[src/common/smsr_map.svh]
`ifndef SMSR_MAP_SVH
`define SMSR_MAP_SVH

// frame layout
`define SMSR_FRAME_BITS     5'h10
`define SMSR_HDR_BITS       5'h08
`define SMSR_CNT_OVER       5'h11
`define SMSR_CMD_HI         15
`define SMSR_CMD_LO         14
`define SMSR_ADDR_HI        13
`define SMSR_ADDR_LO        9
`define SMSR_PARITY_BIT     8
`define SMSR_SUB_BIT        7
`define SMSR_DATA_HI        7
`define SMSR_DATA_LO        0
`define SMSR_TX_LOW_HI      14
`define SMSR_TX_LOW_LO      7
`define SMSR_HDR_ADDR_HI    5
`define SMSR_HDR_ADDR_LO    1

// commands
`define SMSR_CMD_READ       2'h0
`define SMSR_CMD_WRITE      2'h1

// register offsets
`define SMSR_ADDR_MONITOR   5'h00
`define SMSR_ADDR_SCRATCH0  5'h01

// monitor control fields
`define SMSR_MON_SEL_HI     7
`define SMSR_MON_SEL_LO     5
`define SMSR_MON_LOAD_BIT   4
`define SMSR_MON_ATT_BIT    3
`define SMSR_MON_WMASK      8'hF8
`define SMSR_MON_RESET      8'h00
`define SMSR_SCRATCH_RESET  8'h00
`define SMSR_BYTE_ZERO      8'h00

`endif

[src/common/smsr_pkg.sv]
package smsr_pkg;

    typedef enum logic [2:0] {
        SMSR_SRC_OFF    = 3'b000,
        SMSR_SRC_ICOPY  = 3'b001,
        SMSR_SRC_VREF   = 3'b010,
        SMSR_SRC_TEMP   = 3'b011,
        SMSR_SRC_IN0    = 3'b100,
        SMSR_SRC_IN1    = 3'b101,
        SMSR_SRC_SUPPLY = 3'b110,
        SMSR_SRC_SENSE  = 3'b111
    } smsr_source_t;

    // serial pins seen by the device
    typedef struct packed {
        logic sclk;
        logic cs_n;
        logic mosi;
    } smsr_spi_in_t;

    // decoded analog monitor controls
    typedef struct packed {
        smsr_source_t source_sel;
        logic         internal_load_resistor_en;
        logic         input_attenuate_en;
        logic         input_gain_en;
    } smsr_monitor_ctl_t;

    typedef struct packed {
        logic        sclk_q;
        logic        cs_n_q;
        logic [4:0]  cnt;
        logic [15:0] rx;
        logic [15:0] tx;
        logic        hdr_pend;
        logic        done;
    } smsr_shift_state_t;

endpackage

[src/smsr_spi_shift.sv]
`timescale 1ns/1ps
`default_nettype none
`include "smsr_map.svh"

module smsr_spi_shift (
    // clock and reset
    input  wire logic                  mclk,
    input  wire logic                  rst,
    // serial pins
    input  wire smsr_pkg::smsr_spi_in_t spi,
    output logic                       miso,
    output logic                       miso_oe,
    // response bytes
    input  wire logic [7:0]            status_byte,
    input  wire logic [7:0]            resp_low,
    // received frame
    output logic [7:0]                 hdr,
    output logic                       hdr_ready,
    output logic [15:0]                frame,
    output logic                       frame_done
);

    smsr_pkg::smsr_shift_state_t st;
    smsr_pkg::smsr_shift_state_t next_st;

    logic sclk_rise;
    logic sclk_fall;
    logic cs_fall;
    logic cs_rise;

    always_comb begin
        sclk_rise = spi.sclk & ~st.sclk_q & ~spi.cs_n;
        sclk_fall = ~spi.sclk & st.sclk_q & ~spi.cs_n;
        cs_fall   = ~spi.cs_n & st.cs_n_q;
        cs_rise   = spi.cs_n & ~st.cs_n_q;
        next_st          = st;
        next_st.sclk_q   = spi.sclk;
        next_st.cs_n_q   = spi.cs_n;
        next_st.done     = 1'b0;
        next_st.hdr_pend = 1'b0;
        if (cs_fall) begin
            next_st.cnt = 5'h00;
            next_st.tx  = {status_byte, `SMSR_BYTE_ZERO};
        end else if (sclk_rise) begin
            next_st.rx = {st.rx[14:0], spi.mosi};
            if (st.cnt != `SMSR_CNT_OVER) begin
                next_st.cnt = st.cnt + 5'h01;
            end
            if (st.cnt == `SMSR_HDR_BITS - 5'h01) begin
                next_st.hdr_pend = 1'b1;
            end
        end else if (sclk_fall) begin
            next_st.tx = {st.tx[14:0], 1'b0};
        end
        // low byte loaded before the next falling edge; seven shifts are
        // already done, so it sits just below the last status bit
        if (st.hdr_pend) begin
            next_st.tx[`SMSR_TX_LOW_HI:`SMSR_TX_LOW_LO] = resp_low;
        end
        if (cs_rise && st.cnt == `SMSR_FRAME_BITS) begin
            next_st.done = 1'b1;
        end
    end

    always_ff @(posedge mclk) begin
        if (rst) begin
            st        <= '0;
            st.sclk_q <= 1'b0;
            st.cs_n_q <= 1'b1;
        end else begin
            st <= next_st;
        end
    end

    assign miso       = st.tx[15];
    assign miso_oe    = ~st.cs_n_q;
    assign hdr        = st.rx[7:0];
    assign hdr_ready  = st.hdr_pend;
    assign frame      = st.rx;
    assign frame_done = st.done;

endmodule

`default_nettype wire

[src/smsr_bank.sv]
`timescale 1ns/1ps
`default_nettype none
`include "smsr_map.svh"

module smsr_bank #(
    parameter int NUM_SCRATCH = 4
) (
    // clock and reset
    input  wire logic                        mclk,
    input  wire logic                        rst,
    // serial pins
    input  wire logic                        sclk,
    input  wire logic                        cs_n,
    input  wire logic                        mosi,
    output logic                             miso,
    output logic                             miso_oe,
    // device context
    input  wire logic [7:0]                  fixed_status,
    input  wire logic                        parity_en,
    input  wire logic                        can_reg_on,
    input  wire logic                        normal_mode,
    // monitor controls
    output smsr_pkg::smsr_monitor_ctl_t      monitor_ctl,
    // frame outcome
    output logic                             write_applied,
    output logic                             frame_error
);

    // refuse scratch counts that the five-bit address cannot reach
    generate
        if (NUM_SCRATCH < 1 || NUM_SCRATCH > 31) begin : g_bad_count
            $error("NUM_SCRATCH must be 1 to 31");
        end
    endgenerate

    typedef struct packed {
        logic [7:0]                   analog_monitor_control;
        logic [NUM_SCRATCH-1:0][7:0]  scratch;
        logic                         applied;
        logic                         err;
    } smsr_bank_state_t;

    smsr_bank_state_t st;
    smsr_bank_state_t next_st;

    smsr_pkg::smsr_spi_in_t spi;
    logic [7:0]  hdr;
    logic        hdr_ready;
    logic [15:0] frame;
    logic        frame_done;
    logic [7:0]  resp_low;
    logic [1:0]  cmd;
    logic [4:0]  addr;
    logic [4:0]  hdr_addr;
    logic        parity_calc;
    logic        parity_ok;
    logic        is_write;
    logic        mon_hit;
    logic        mon_keep;
    logic [NUM_SCRATCH-1:0]      scr_wr;
    logic [NUM_SCRATCH-1:0][7:0] scr_rd;
    logic                        mon_wr;
    logic                        input_src;
    smsr_pkg::smsr_source_t      mon_sel;

    assign spi = '{sclk: sclk, cs_n: cs_n, mosi: mosi};

    smsr_spi_shift u_shift (
        .mclk        (mclk),
        .rst         (rst),
        .spi         (spi),
        .miso        (miso),
        .miso_oe     (miso_oe),
        .status_byte (fixed_status),
        .resp_low    (resp_low),
        .hdr         (hdr),
        .hdr_ready   (hdr_ready),
        .frame       (frame),
        .frame_done  (frame_done)
    );

    assign cmd      = frame[`SMSR_CMD_HI:`SMSR_CMD_LO];
    assign addr     = frame[`SMSR_ADDR_HI:`SMSR_ADDR_LO];
    assign hdr_addr = hdr[`SMSR_HDR_ADDR_HI:`SMSR_HDR_ADDR_LO];
    // odd parity over all but bit 8
    assign parity_calc = ~(^{frame[`SMSR_CMD_HI:`SMSR_ADDR_LO], frame[`SMSR_DATA_HI:`SMSR_DATA_LO]});
    // check only when enabled; otherwise bit 8 ignored
    assign parity_ok = ~parity_en | (frame[`SMSR_PARITY_BIT] == parity_calc);
    assign is_write  = frame_done & (cmd == `SMSR_CMD_WRITE);
    assign mon_hit   = frame_done & (addr == `SMSR_ADDR_MONITOR);
    // monitor held only with regulator on in Normal
    assign mon_keep  = can_reg_on & normal_mode;
    // monitor write needs good parity, regulator on, Normal
    assign mon_wr    = is_write & parity_ok & mon_keep & mon_hit;

    // per-entry write strobe and read data
    genvar gi;
    generate
        for (gi = 0; gi < NUM_SCRATCH; gi++) begin : g_scr
            assign scr_wr[gi] = is_write & parity_ok
                                & (addr == `SMSR_ADDR_SCRATCH0 + 5'(gi));
            assign scr_rd[gi] = (hdr_addr == `SMSR_ADDR_SCRATCH0 + 5'(gi))
                                ? st.scratch[gi] : `SMSR_BYTE_ZERO;
        end
    endgenerate

    // low response byte from the addressed register
    always_comb begin
        resp_low = `SMSR_BYTE_ZERO;
        // only taken while the header is fresh
        if (hdr_ready) begin
            if (hdr_addr == `SMSR_ADDR_MONITOR) begin
                // reads as cleared while regulator off
                resp_low = can_reg_on ? st.analog_monitor_control : `SMSR_MON_RESET;
            end
            for (int i = 0; i < NUM_SCRATCH; i++) begin
                resp_low = resp_low | scr_rd[i];
            end
        end
    end

    always_comb begin
        next_st         = st;
        next_st.applied = 1'b0;
        // bad parity write flagged, not applied
        next_st.err     = is_write & ~parity_ok;
        for (int i = 0; i < NUM_SCRATCH; i++) begin
            if (scr_wr[i]) begin
                next_st.scratch[i] = frame[7:0];
            end
        end
        if (mon_wr) begin
            // control bits stored, low bits read zero
            next_st.analog_monitor_control = frame[7:0] & `SMSR_MON_WMASK;
        end
        next_st.applied = (|scr_wr) | mon_wr;
        if (!mon_keep) begin
            next_st.analog_monitor_control = `SMSR_MON_RESET;
        end
    end

    always_ff @(posedge mclk) begin
        if (rst) begin
            st.analog_monitor_control <= `SMSR_MON_RESET;
            for (int i = 0; i < NUM_SCRATCH; i++) begin
                st.scratch[i] <= `SMSR_SCRATCH_RESET;
            end
            st.applied <= 1'b0;
            st.err     <= 1'b0;
        end else begin
            st <= next_st;
        end
    end

    assign mon_sel   = smsr_pkg::smsr_source_t'(
        st.analog_monitor_control[`SMSR_MON_SEL_HI:`SMSR_MON_SEL_LO]);
    // gain or attenuation on inputs only
    assign input_src = (mon_sel == smsr_pkg::SMSR_SRC_IN0) | (mon_sel == smsr_pkg::SMSR_SRC_IN1);

    // one process drives the whole control struct
    always_comb begin
        monitor_ctl.source_sel                = mon_sel;
        monitor_ctl.internal_load_resistor_en = st.analog_monitor_control[`SMSR_MON_LOAD_BIT];
        monitor_ctl.input_attenuate_en        = input_src & st.analog_monitor_control[`SMSR_MON_ATT_BIT];
        monitor_ctl.input_gain_en             = input_src & ~st.analog_monitor_control[`SMSR_MON_ATT_BIT];
    end

    assign write_applied = st.applied;
    assign frame_error   = st.err;

endmodule

`default_nettype wire

[config.mk]
export PLATFORM = sky130hd
export DESIGN_NAME = smsr_bank
export DESIGN_NICKNAME = d
export VERILOG_FILES = /design/src/common/smsr_pkg.sv /design/src/smsr_spi_shift.sv /design/src/smsr_bank.sv
export VERILOG_INCLUDE_DIRS = /design/src /design/src/common
export SDC_FILE = /design/constraint.sdc
export NUM_CORES = 1
export LEC_CHECK = 0
export BUFFER_PORTS_ARGS = -buffer_cell sky130_fd_sc_hd__buf_2
export CORE_MARGIN = 2
export CORE_UTILIZATION = 45
export DETAILED_ROUTE_END_ITERATION = 12
export GPL_TIMING_DRIVEN = 0
export RECOVER_POWER = 50
export SLEW_MARGIN = 20
export SYNTH_ARGS = -nofsm -noshare
export SYNTH_HDL_FRONTEND = slang
export SYNTH_SLANG_ARGS = --single-unit
[constraint.sdc]
create_clock -name mclk -period 2.5 [get_ports mclk]
set_input_delay 0 -clock mclk [delete_from_list [all_inputs] [get_ports mclk]]
set_output_delay 0 -clock mclk [all_outputs]
set_load 0.05 [all_outputs]
; ---- Word level (Yosys, flattened, before mapping)
; Cells that the tools add are included.
[classes]
n_addsub = 1
n_eq_ne = 17
n_mux = 13
bitwise = 37
n_reduce_logical = 14
[ops]
columns = operator, n
row1 = 8-bit two-way mux, 8
row2 = 16-bit two-way mux, 3
row3 = 8-bit OR, 4
row4 = "5-bit by 2-bit == test with 1-bit output, second input constant", 4
row5 = 1-bit AND, 19
row6 = "5-bit by 3-bit == test with 1-bit output, second input constant", 3
row7 = 15-bit parity, 1
row8 = 1-bit inverter, 11
row9 = "5-bit by 1-bit == test with 1-bit output, second input constant", 2
row10 = 5-bit logical NOT, 2
row11 = 2-bit AND reduction, 4
row12 = "3-bit == test, second input constant", 2
row13 = "5-bit by 1-bit adder with 5-bit output, second input constant", 1
row14 = "5-bit == test, second input constant", 1
row15 = "5-bit != test, second input constant", 1
row16 = 2-bit OR reduction, 2
row17 = 4-bit OR reduction, 1
row18 = "3-bit by 2-bit != test with 1-bit output, second input constant", 1
row19 = 1-bit OR, 3
row20 = 3-bit nonzero test, 1
row21 = 3-bit OR reduction, 1
row22 = "2-bit by 1-bit == test with 1-bit output, second input constant", 1
row23 = 1-bit two-way mux, 2
row24 = "2-bit != test, second input constant", 1
row25 = other kinds (3), 3
[word_totals]
register_bits = 73

; ---- Logic depth before layout (Yosys ltp)
; Gate-level depths: netlist of run 1.
[depth]
ltp_word = 8
mapped_depth = 8

; ---- Cells and area by module
; From an unflattened synthesis of run 1, not the netlist that was laid out.
[hier_totals]
cells_unflattened = 406
area_unflattened_um2 = 3806.2
[modules_own_cells]
columns = mod, instances, cells_each, area_per_inst_um2
row1 = smsr_bank, 1, 218, 2162.1
row2 = smsr_spi_shift, 1, 188, 1644.1

; ---- Worst setup path after synthesis of run 1
; OpenSTA, ideal clock, no wires.
[synth_path]
kind = register to register
from = reg u_shift.st, in the netlist u_shift.frame[11]
to = reg st[10] in the netlist's numbering
setup_ps = 73
arrival_ps = 2110
t_required_ps = 2427
setup_slack_ps = 317
path_stages_with_launch = 8
period_less_slack_ps = 2183
path_cell_list = dfxtp_1 > inv_1 > ha_1 > xnor2_1 > xnor2_1 > xnor3_2 > o2111ai_4 > mux2i_1
[synth_between]
elab_chain_len = 6
elab_cells_between_ends = 7
cone_classes = 2 x eq/ne / 4 x bitwise / 1 x reduce/logical
[synth_lines]
columns = element, line
row1 = "start, declared", smsr_spi_shift.sv:23  ; smsr_pkg::smsr_shift_state_t st;
row2 = "start signal, assigned", smsr_spi_shift.sv:71  ; st <= next_st;
row3 = 15-bit parity, smsr_bank.sv:86  ; assign parity_calc = ~(^{frame[`SMSR_CMD_HI:`SMSR_ADDR_LO], frame[`SMSR_DATA_HI:`SMSR_DATA_LO]});
row4 = 1-bit inverter, smsr_bank.sv:86
row5 = 1-bit == test, smsr_bank.sv:88  ; assign parity_ok = ~parity_en | (frame[`SMSR_PARITY_BIT] == parity_calc);
row6 = 1-bit OR, smsr_bank.sv:88
row7 = 1-bit AND, smsr_bank.sv:100  ; assign scr_wr[gi] = is_write & parity_ok
row8 = 1-bit AND *, smsr_bank.sv:100
row9 = "end signal, assigned", smsr_bank.sv:151  ; st <= next_st;
row10 = "end, declared", smsr_bank.sv:43  ; smsr_bank_state_t st;
; Mark *: on every way between the ends. The rest lies on a longest branch, timed or not.
; A chain may end at the register's enable or synchronous reset.

; ---- Worst setup path in the final report of run 1
[layout_path]
from = reg u_shift.st, in the netlist u_shift.frame[11]
to = reg st[5] in the netlist's numbering
; The elaborated chain is that of the path after synthesis.

==> results of run 1 <==
[power groups by stage]
stage	sequential [mW]	clock, mW	combinational [mW]
2_1_floorplan	1.21	0	0.0970
3_3_place_gp	1.21	0	0.140
3_5_place_dp	1.21	0	0.141
4_1_cts	1.18	0.917	0.146
5_1_grt	1.19	0.964	0.161
6_report	1.18	0.888	0.145
[flip-flops by register name (all words and copies together), names as in the netlist, 4 cells and up]
register and count:
st 33, u_shift.frame 16, u_shift.st 15, monitor_ctl 4
[through the flow]
step / util (%) / setup slack [ns]
global route: 53.3 / 0.0114
CTS: 53.3 / 0.0506
floorplan: - / 0.317
finish: 53.3 / 0.159
detailed placement: 49.8 / 0.00594
global placement: 49.8 / 0.0672
[layer usage]
metal  vias to the layer above  GRT usage [%]
li1                       1408              -
met1                      1276           27.4
met2                        41           32.5
met3                        13           2.90
met4                         0           7.35
met5                         -              0
[repair_timing]
action / in CTS / in global routing
endpoints found under the setup margin: 9 / 23
hold endpoints to repair: 4 / 0
pin swaps: 2 / 2
resized for setup: 0 / 5
setup buffers: 2 / 0
hold buffers: 4 / 0
[worst reg2reg max path, stage by stage, from the launching register on]
cell and delay [ns]:
dfxtp_1 0.38, inv_1 0.07, ha_1 0.32, xnor2_1 0.15, xnor2_1 0.27, xor3_1 0.49
a21boi_4 0.34, mux2i_1 0.24
[synthesized netlist by cell type (6+ instances only)]
cell type	instances	area, sq um
xnor2_1	9	78.8
nand2b_1	40	250
inv_1	9	33.8
clkbuf_1	15	56.3
nor2_1	20	75.1
nand2_1	50	188
o21ai_0	7	35.0
a22o_1	7	61.3
a21oi_1	28	140
dfxtp_1	73	1460
mux2i_1	54	541
a211o_1	6	52.6
ha_1	9	113
[kinds of logic (layout without fill, tap and decap cells)]
family / after synthesis / in the layout
adders and majority gates: 9 / 9
and+or+nand+nor: 141 / 141
buffers and inverters: 31 / 75
muxes: 54 / 54
xor gates and xnor gates: 15 / 15
AOI/OAI and AO/OA: 64 / 64
DFF: 73 / 73
[placed cells by master, fill, tap and decap left out, types with 3 or more instances in the layout]
| cell type | count |
|---|---|
| nor2_1 | 20 |
| o21ai_0 | 7 |
| xor2_1 | 3 |
| nor2b_1 | 4 |
| ha_1 | 9 |
| o2bb2ai_1 | 4 |
| mux2i_1 | 54 |
| xnor2_1 | 9 |
| and3_1 | 3 |
| inv_1 | 9 |
| nor3b_1 | 3 |
| or2_2 | 4 |
| clkbuf_8 | 10 |
| a22o_1 | 7 |
| a211o_1 | 6 |
| a21oi_1 | 28 |
| nand2b_1 | 40 |
| clkbuf_1 | 28 |
| dfxtp_1 | 71 |
| buf_2 | 13 |
| buf_4 | 4 |
| dlygate4sd3_1 | 4 |
| nand2_1 | 50 |
[final timing paths]
path / start / endpoint / slack, ns / cells past startpoint
min: parity_en / monitor_ctl[4]$_SDFFE_PP0P_ / 0.09 / 3
max reg2reg: u_shift.frame[11]$_SDFFE_PP0P_ / st[5]$_SDFFE_PP0P_ / 0.16 / 7
max: u_shift.frame[11]$_SDFFE_PP0P_ / st[5]$_SDFFE_PP0P_ / 0.16 / 7
min reg2reg: u_shift.frame[12]$_SDFFE_PP0P_ / u_shift.frame[13]$_SDFFE_PP0P_ / 0.47 / 2
[area by class of cell]
class	instances	area (sq um)	share of cell area (%)
inverter	9	33.8	0.820
clock inverter	3	42.5	1.03
clock buffer	11	141	3.43
multi-input combinational	283	2020	49.0
tap	102	128	3.10
timing repair buffer	30	185	4.49
sequential	73	1460	35.5
buffer	22	106	2.58
==> qor.yml, run 1 <==
avgSynthCellArea_sq_um: 9.31
fin_crit_ns: 2.34
whs_ns: 0.0884
slowest_delay_ns: 0.49
async_flop_share_pct: 0
dpl.hpwl_um: 5800
hp-class: "in2reg"
ys_warn_count: 0
crit_fanout: 5
row_count: 32
gr-total-overflow: 0
drive_gt1_share_pct: 10.7
path_cells: "inv_1 > ha_1 > xnor2_1 > xnor2_1 > xor3_1 > a21boi_4 > mux2i_1"
muxShareOfSynthArea_pct: 15.0
synthXorXnorAreaFrac_pct: 4.86
fp.dieH_um: 93.5
crit_family: "XOR/XNOR gates"
drc_errors: 0
power.total_mw: 2.22
p_seq_share_pct: 53.4
synth-edff-count: 0
clock_sinks: 73
switchingPower_mw: 0.502
clkTransAtPathRegs_ns: 0.07
clock-root-buffer: "clkbuf_8"
yosys.area_share.simple_pct: 20.1
synth-seq-cells: 73
final_cell_area_sq_um: 4120
placedCellCount: 513
synth_nets: 412
area_growth_syn_to_layout_pct: 14.4
num_vias: 2738
dpl_cell_area_sq_um: 3850
clock_path_buffers: 2
fin_nets: 453
status: "finished clean"
htreeDepth: 3
antenna_found_initial: 0
syn-cell-area_sq_um: 3600
drt_iter0_drc: 93
gp_congestion: 0.824
dr_wl_met3_um: 261
startpoint_type: "flop"
irDropWorstVdd_v: 0.000290
maxCapViolations: 0
diodes: 0
internal_power_mw: 1.71
grt_max_degree: 12
port_buffers: 24
synth-seq-area-share_pct: 40.6
min_period_over_period_pct: 93.6
cp.required_ns: 2.77
crit_type: "reg2reg"
ant_nets: 0
highest_layer: "met4"
p_leak_nw: 1.61
rsz0062_at_grt: "no"
wl_per_cell_um: 15.2
fmax_ghz: 0.427
crit_path_end_kind: "flop"
ioPinCount: 26
finalHoldViolations: 0
start_util_pct: 46.6
synth_top_family_by_area: "simple AND/OR/NAND/NOR gates"
fin_worst_skew_ns: 0.0105
avgViaCountPerCell: 5.14
yosys.area_share.adder_pct: 3.13
synth-compound-area-share_pct: 12.5
synth_cell_type_count: 48
finalSetupTns_ns: 0
core_area_sq_um: 7730
grtUsageTotal_pct: 20.1
nFillCells: 733
die-area_sq_um: 8740
max_slew_margin_pct: 49.5
worstSkewPairLatency_ns: 0.35
synth_top_flop_cell: "dfxtp_1"
first_global_vias: 2702
dieWidth_um: 93.5
slowest_stage: "xor3_1"
combinationalPowerShare_pct: 6.5
setup_viol: 0
drtPass1Iterations: 4
clkPwrFrac_pct: 40.1
grt_pass1_wl_um: 13500
cp.arrival_ns: 2.61
slew_violations: 0
path_common_cell: "xnor2_1"
path_buf_inv: 1
stdcell_count: 533
power_density_nw_per_um2: 538
met1_length_um: 4010
switching_share_pct: 22.7
tightest_slew_ns: 0.758
cts_made_buffers: 9
finalWirelength_um: 8080
netlist_instances: 387
wl_met2_um: 3670
cts_tree: "done"
Note: power is estimated with default switching activity, not from simulation.
==> run 2, diff against run 1 <==
--- a/config.mk
+++ b/config.mk
@@ -10,7 +10,8 @@
 export CORE_MARGIN = 2
 export CORE_UTILIZATION = 45
 export DETAILED_ROUTE_END_ITERATION = 12
-export GPL_TIMING_DRIVEN = 0
+export GPL_TIMING_DRIVEN = 1
+export PLACE_DENSITY_LB_ADDON = 0.1
 export RECOVER_POWER = 50
 export SLEW_MARGIN = 20
 export SYNTH_ARGS = -nofsm -noshare
==> run 2 against run 1 <==
  * Critical path depth grew 1
  * Via count shrank 1.7%
  * Global-route usage shrank 0.70 points
  * Non-clock buffer count shrank 8
  * Setup slack is essentially flat
  * Clock skew grew 0.00084 ns
  * Final cell count shrank 1.3%
  * Power shrank 3.6%
  * Largest cell class unchanged
  * Highest routed layer unchanged
==> qor.yml, run 2 (synthesis gave the netlist of run 1 again) <==
port_buffers: 25  # +4.2%
slew_violations: 0  # unchanged
gp_congestion: 0.791  # -4.1%
power.total_mw: 2.14  # -3.6%
diodes: 0  # unchanged
fp.dieH_um: 93.5  # unchanged
nFillCells: 763  # +4.1%
path_common_cell: "xnor2_1"
seq_area_sq_um: 1460  # -0.17%
finalHoldViolations: 0  # unchanged
irDropWorstVdd_v: 0.000251  # -13%
multi_input_area_sq_um: 2000  # -0.93%
clock-root-buffer: "clkbuf_8"
slowest_stage: "xnor3_2"
setup_viol: 0  # unchanged
tightest_slew_ns: 1.12  # +0.360 ns
min_period_over_period_pct: 93.7  # about the same
largest_reg_flops: 33  # unchanged
crit_fanout: 5  # unchanged
path_cells: "inv_1 > ha_1 > xnor2_1 > xnor2_1 > xnor3_2 > o2111ai_4 > buf_4 > mux2i_1"
core_area_sq_um: 7730  # unchanged
max_slew_margin_pct: 25.0  # -24 points
first_global_vias: 2639  # -2.3%
met1_length_um: 4030  # +0.45%
clock_sinks: 73  # unchanged
start_util_pct: 46.6  # unchanged
path_buf_inv: 2  # +1
final_cell_area_sq_um: 4060  # -1.4%
area_growth_syn_to_layout_pct: 12.8
startpoint_type: "flop"
power_density_nw_per_um2: 526  # -2.3%
drtPass1Iterations: 4  # unchanged
cts_tree: "done"
grtUsageTotal_pct: 19.4  # -0.70 points
dieWidth_um: 93.5  # unchanged
antenna_found_initial: 0  # unchanged
avgViaCountPerCell: 5.12  # -0.41%
layout_common_cells: "dfxtp_1, mux2i_1, nand2_1"
ioPinCount: 26  # unchanged
gr-total-overflow: 0  # unchanged
dpl.hpwl_um: 5310  # -8.5%
status: "finished clean"
fin_nets: 445  # -1.8%
fin_worst_skew_ns: 0.0113  # +0.000836 ns
hp-class: "in2reg"
row_count: 32  # unchanged
maxCapViolations: 0  # unchanged
num_vias: 2691  # -1.7%
crit_family: "XOR/XNOR gates"
crit_path_end_kind: "flop"
drc_errors: 0  # unchanged
final_common_cell: "dfxtp_1"
dr_wl_met3_um: 260  # -0.38%
clock_path_buffers: 2  # unchanged
highest_layer: "met4"
cp.arrival_ns: 2.62  # about the same
regMostFlops: "st"
grt_max_degree: 56  # +44
finalWirelength_um: 7810  # -3.3%
dpl_cell_area_sq_um: 3840  # -0.29%
cts_made_buffers: 9  # unchanged
cp.required_ns: 2.78  # about the same
htreeDepth: 3  # unchanged
worstSkewPairLatency_ns: 0.35  # about the same
crit_type: "reg2reg"
wl_per_cell_um: 14.8  # -2.0%
fin_crit_ns: 2.34  # +0.000436 ns
postCtsResizedCells: 0  # unchanged
grt_pass1_wl_um: 13100  # -3.0%
clkTransAtPathRegs_ns: 0.07  # about the same
ant_nets: 0  # unchanged
fmax_ghz: 0.427  # about the same
drive_gt1_share_pct: 11.3  # +0.65 points
wl_met2_um: 3370  # -8.1%
p_leak_nw: 1.61  # -0.49%
die-area_sq_um: 8740  # unchanged
slowest_delay_ns: 0.49  # about the same
drt_iter0_drc: 121  # +30%
==> run 2: path summary, 6_finish.rpt <==
path,slack (ns),endpoint,startpoint,cells past startpoint
min reg2reg,0.47,u_shift.frame[12]$_SDFFE_PP0P_,u_shift.frame[12]$_SDFFE_PP0P_,2
max reg2reg,0.16,st[10]$_SDFFE_PP0P_,u_shift.frame[11]$_SDFFE_PP0P_,8
max,0.16,st[10]$_SDFFE_PP0P_,u_shift.frame[11]$_SDFFE_PP0P_,8
min,0.08,st[37]$_SDFFE_PP0P_,parity_en,3
==> run 2: worst reg2reg max path: cells and delay by family (launching register included) <==
kind            cells  cell delay (ns)
fa+ha+maj           1             0.30
buf+inv             2             0.24
xor+xnor            3             0.92
compound gates      1             0.27
flops               1             0.38
mux                 1             0.17
==> run 2: final cells by class <==
| type | instances | share of cell area, % |
|---|---|---|
| inverters | 9 | 0.831 |
| clock inverters | 3 | 0.431 |
| clock buffers | 12 | 3.57 |
| well taps | 102 | 3.14 |
| repair buffers | 44 | 6.80 |
| flip-flops and latches | 73 | 36.0 |
| multi-input cells | 283 | 49.3 |
==> run 2: stage by stage <==
stage / hold WS, ns / utilization (%) / setup slack, ns / instances / setup TNS (ns)
after CTS: 0.0667 / 52.3 / 0.0678 / 523 / 0
after detailed placement: 0.248 / 49.7 / 0.0965 / 504 / 0
after global routing: 0.0949 / 52.6 / -0.00279 / 526 / -0.00357
after global placement: 0.238 / 49.7 / 0.151 / 504 / 0
final: 0.0821 / 52.6 / 0.158 / 526 / 0
after floorplan: 0.107 / - / 0.317 / 387 / 0
==> run 2: power by group <==
group          internal, mW  total, mW  switching, mW
clock                 0.380      0.813          0.434
sequential             1.18       1.18        0.00762
combinational        0.0624      0.139         0.0769
total                  1.62       2.14          0.518
==> run 2: metal layers <==
| layer | global-route usage [%] | vias up |
|---|---|---|
| met1 | 28.0 | 1239 |
| li1 | - | 1397 |
| met5 | 0 | - |
| met3 | 3.87 | 12 |
| met2 | 28.7 | 43 |
| met4 | 7.11 | 0 |
==> run 2: timing repair <==
| action | 4_1_cts | 5_1_grt |
|---|---|---|
| hold buffers | 4 | 0 |
| buffers inserted | 0 | 3 |
| endpoints found under the hold margin | 5 | 0 |
| endpoints found under the setup margin | 0 | 16 |
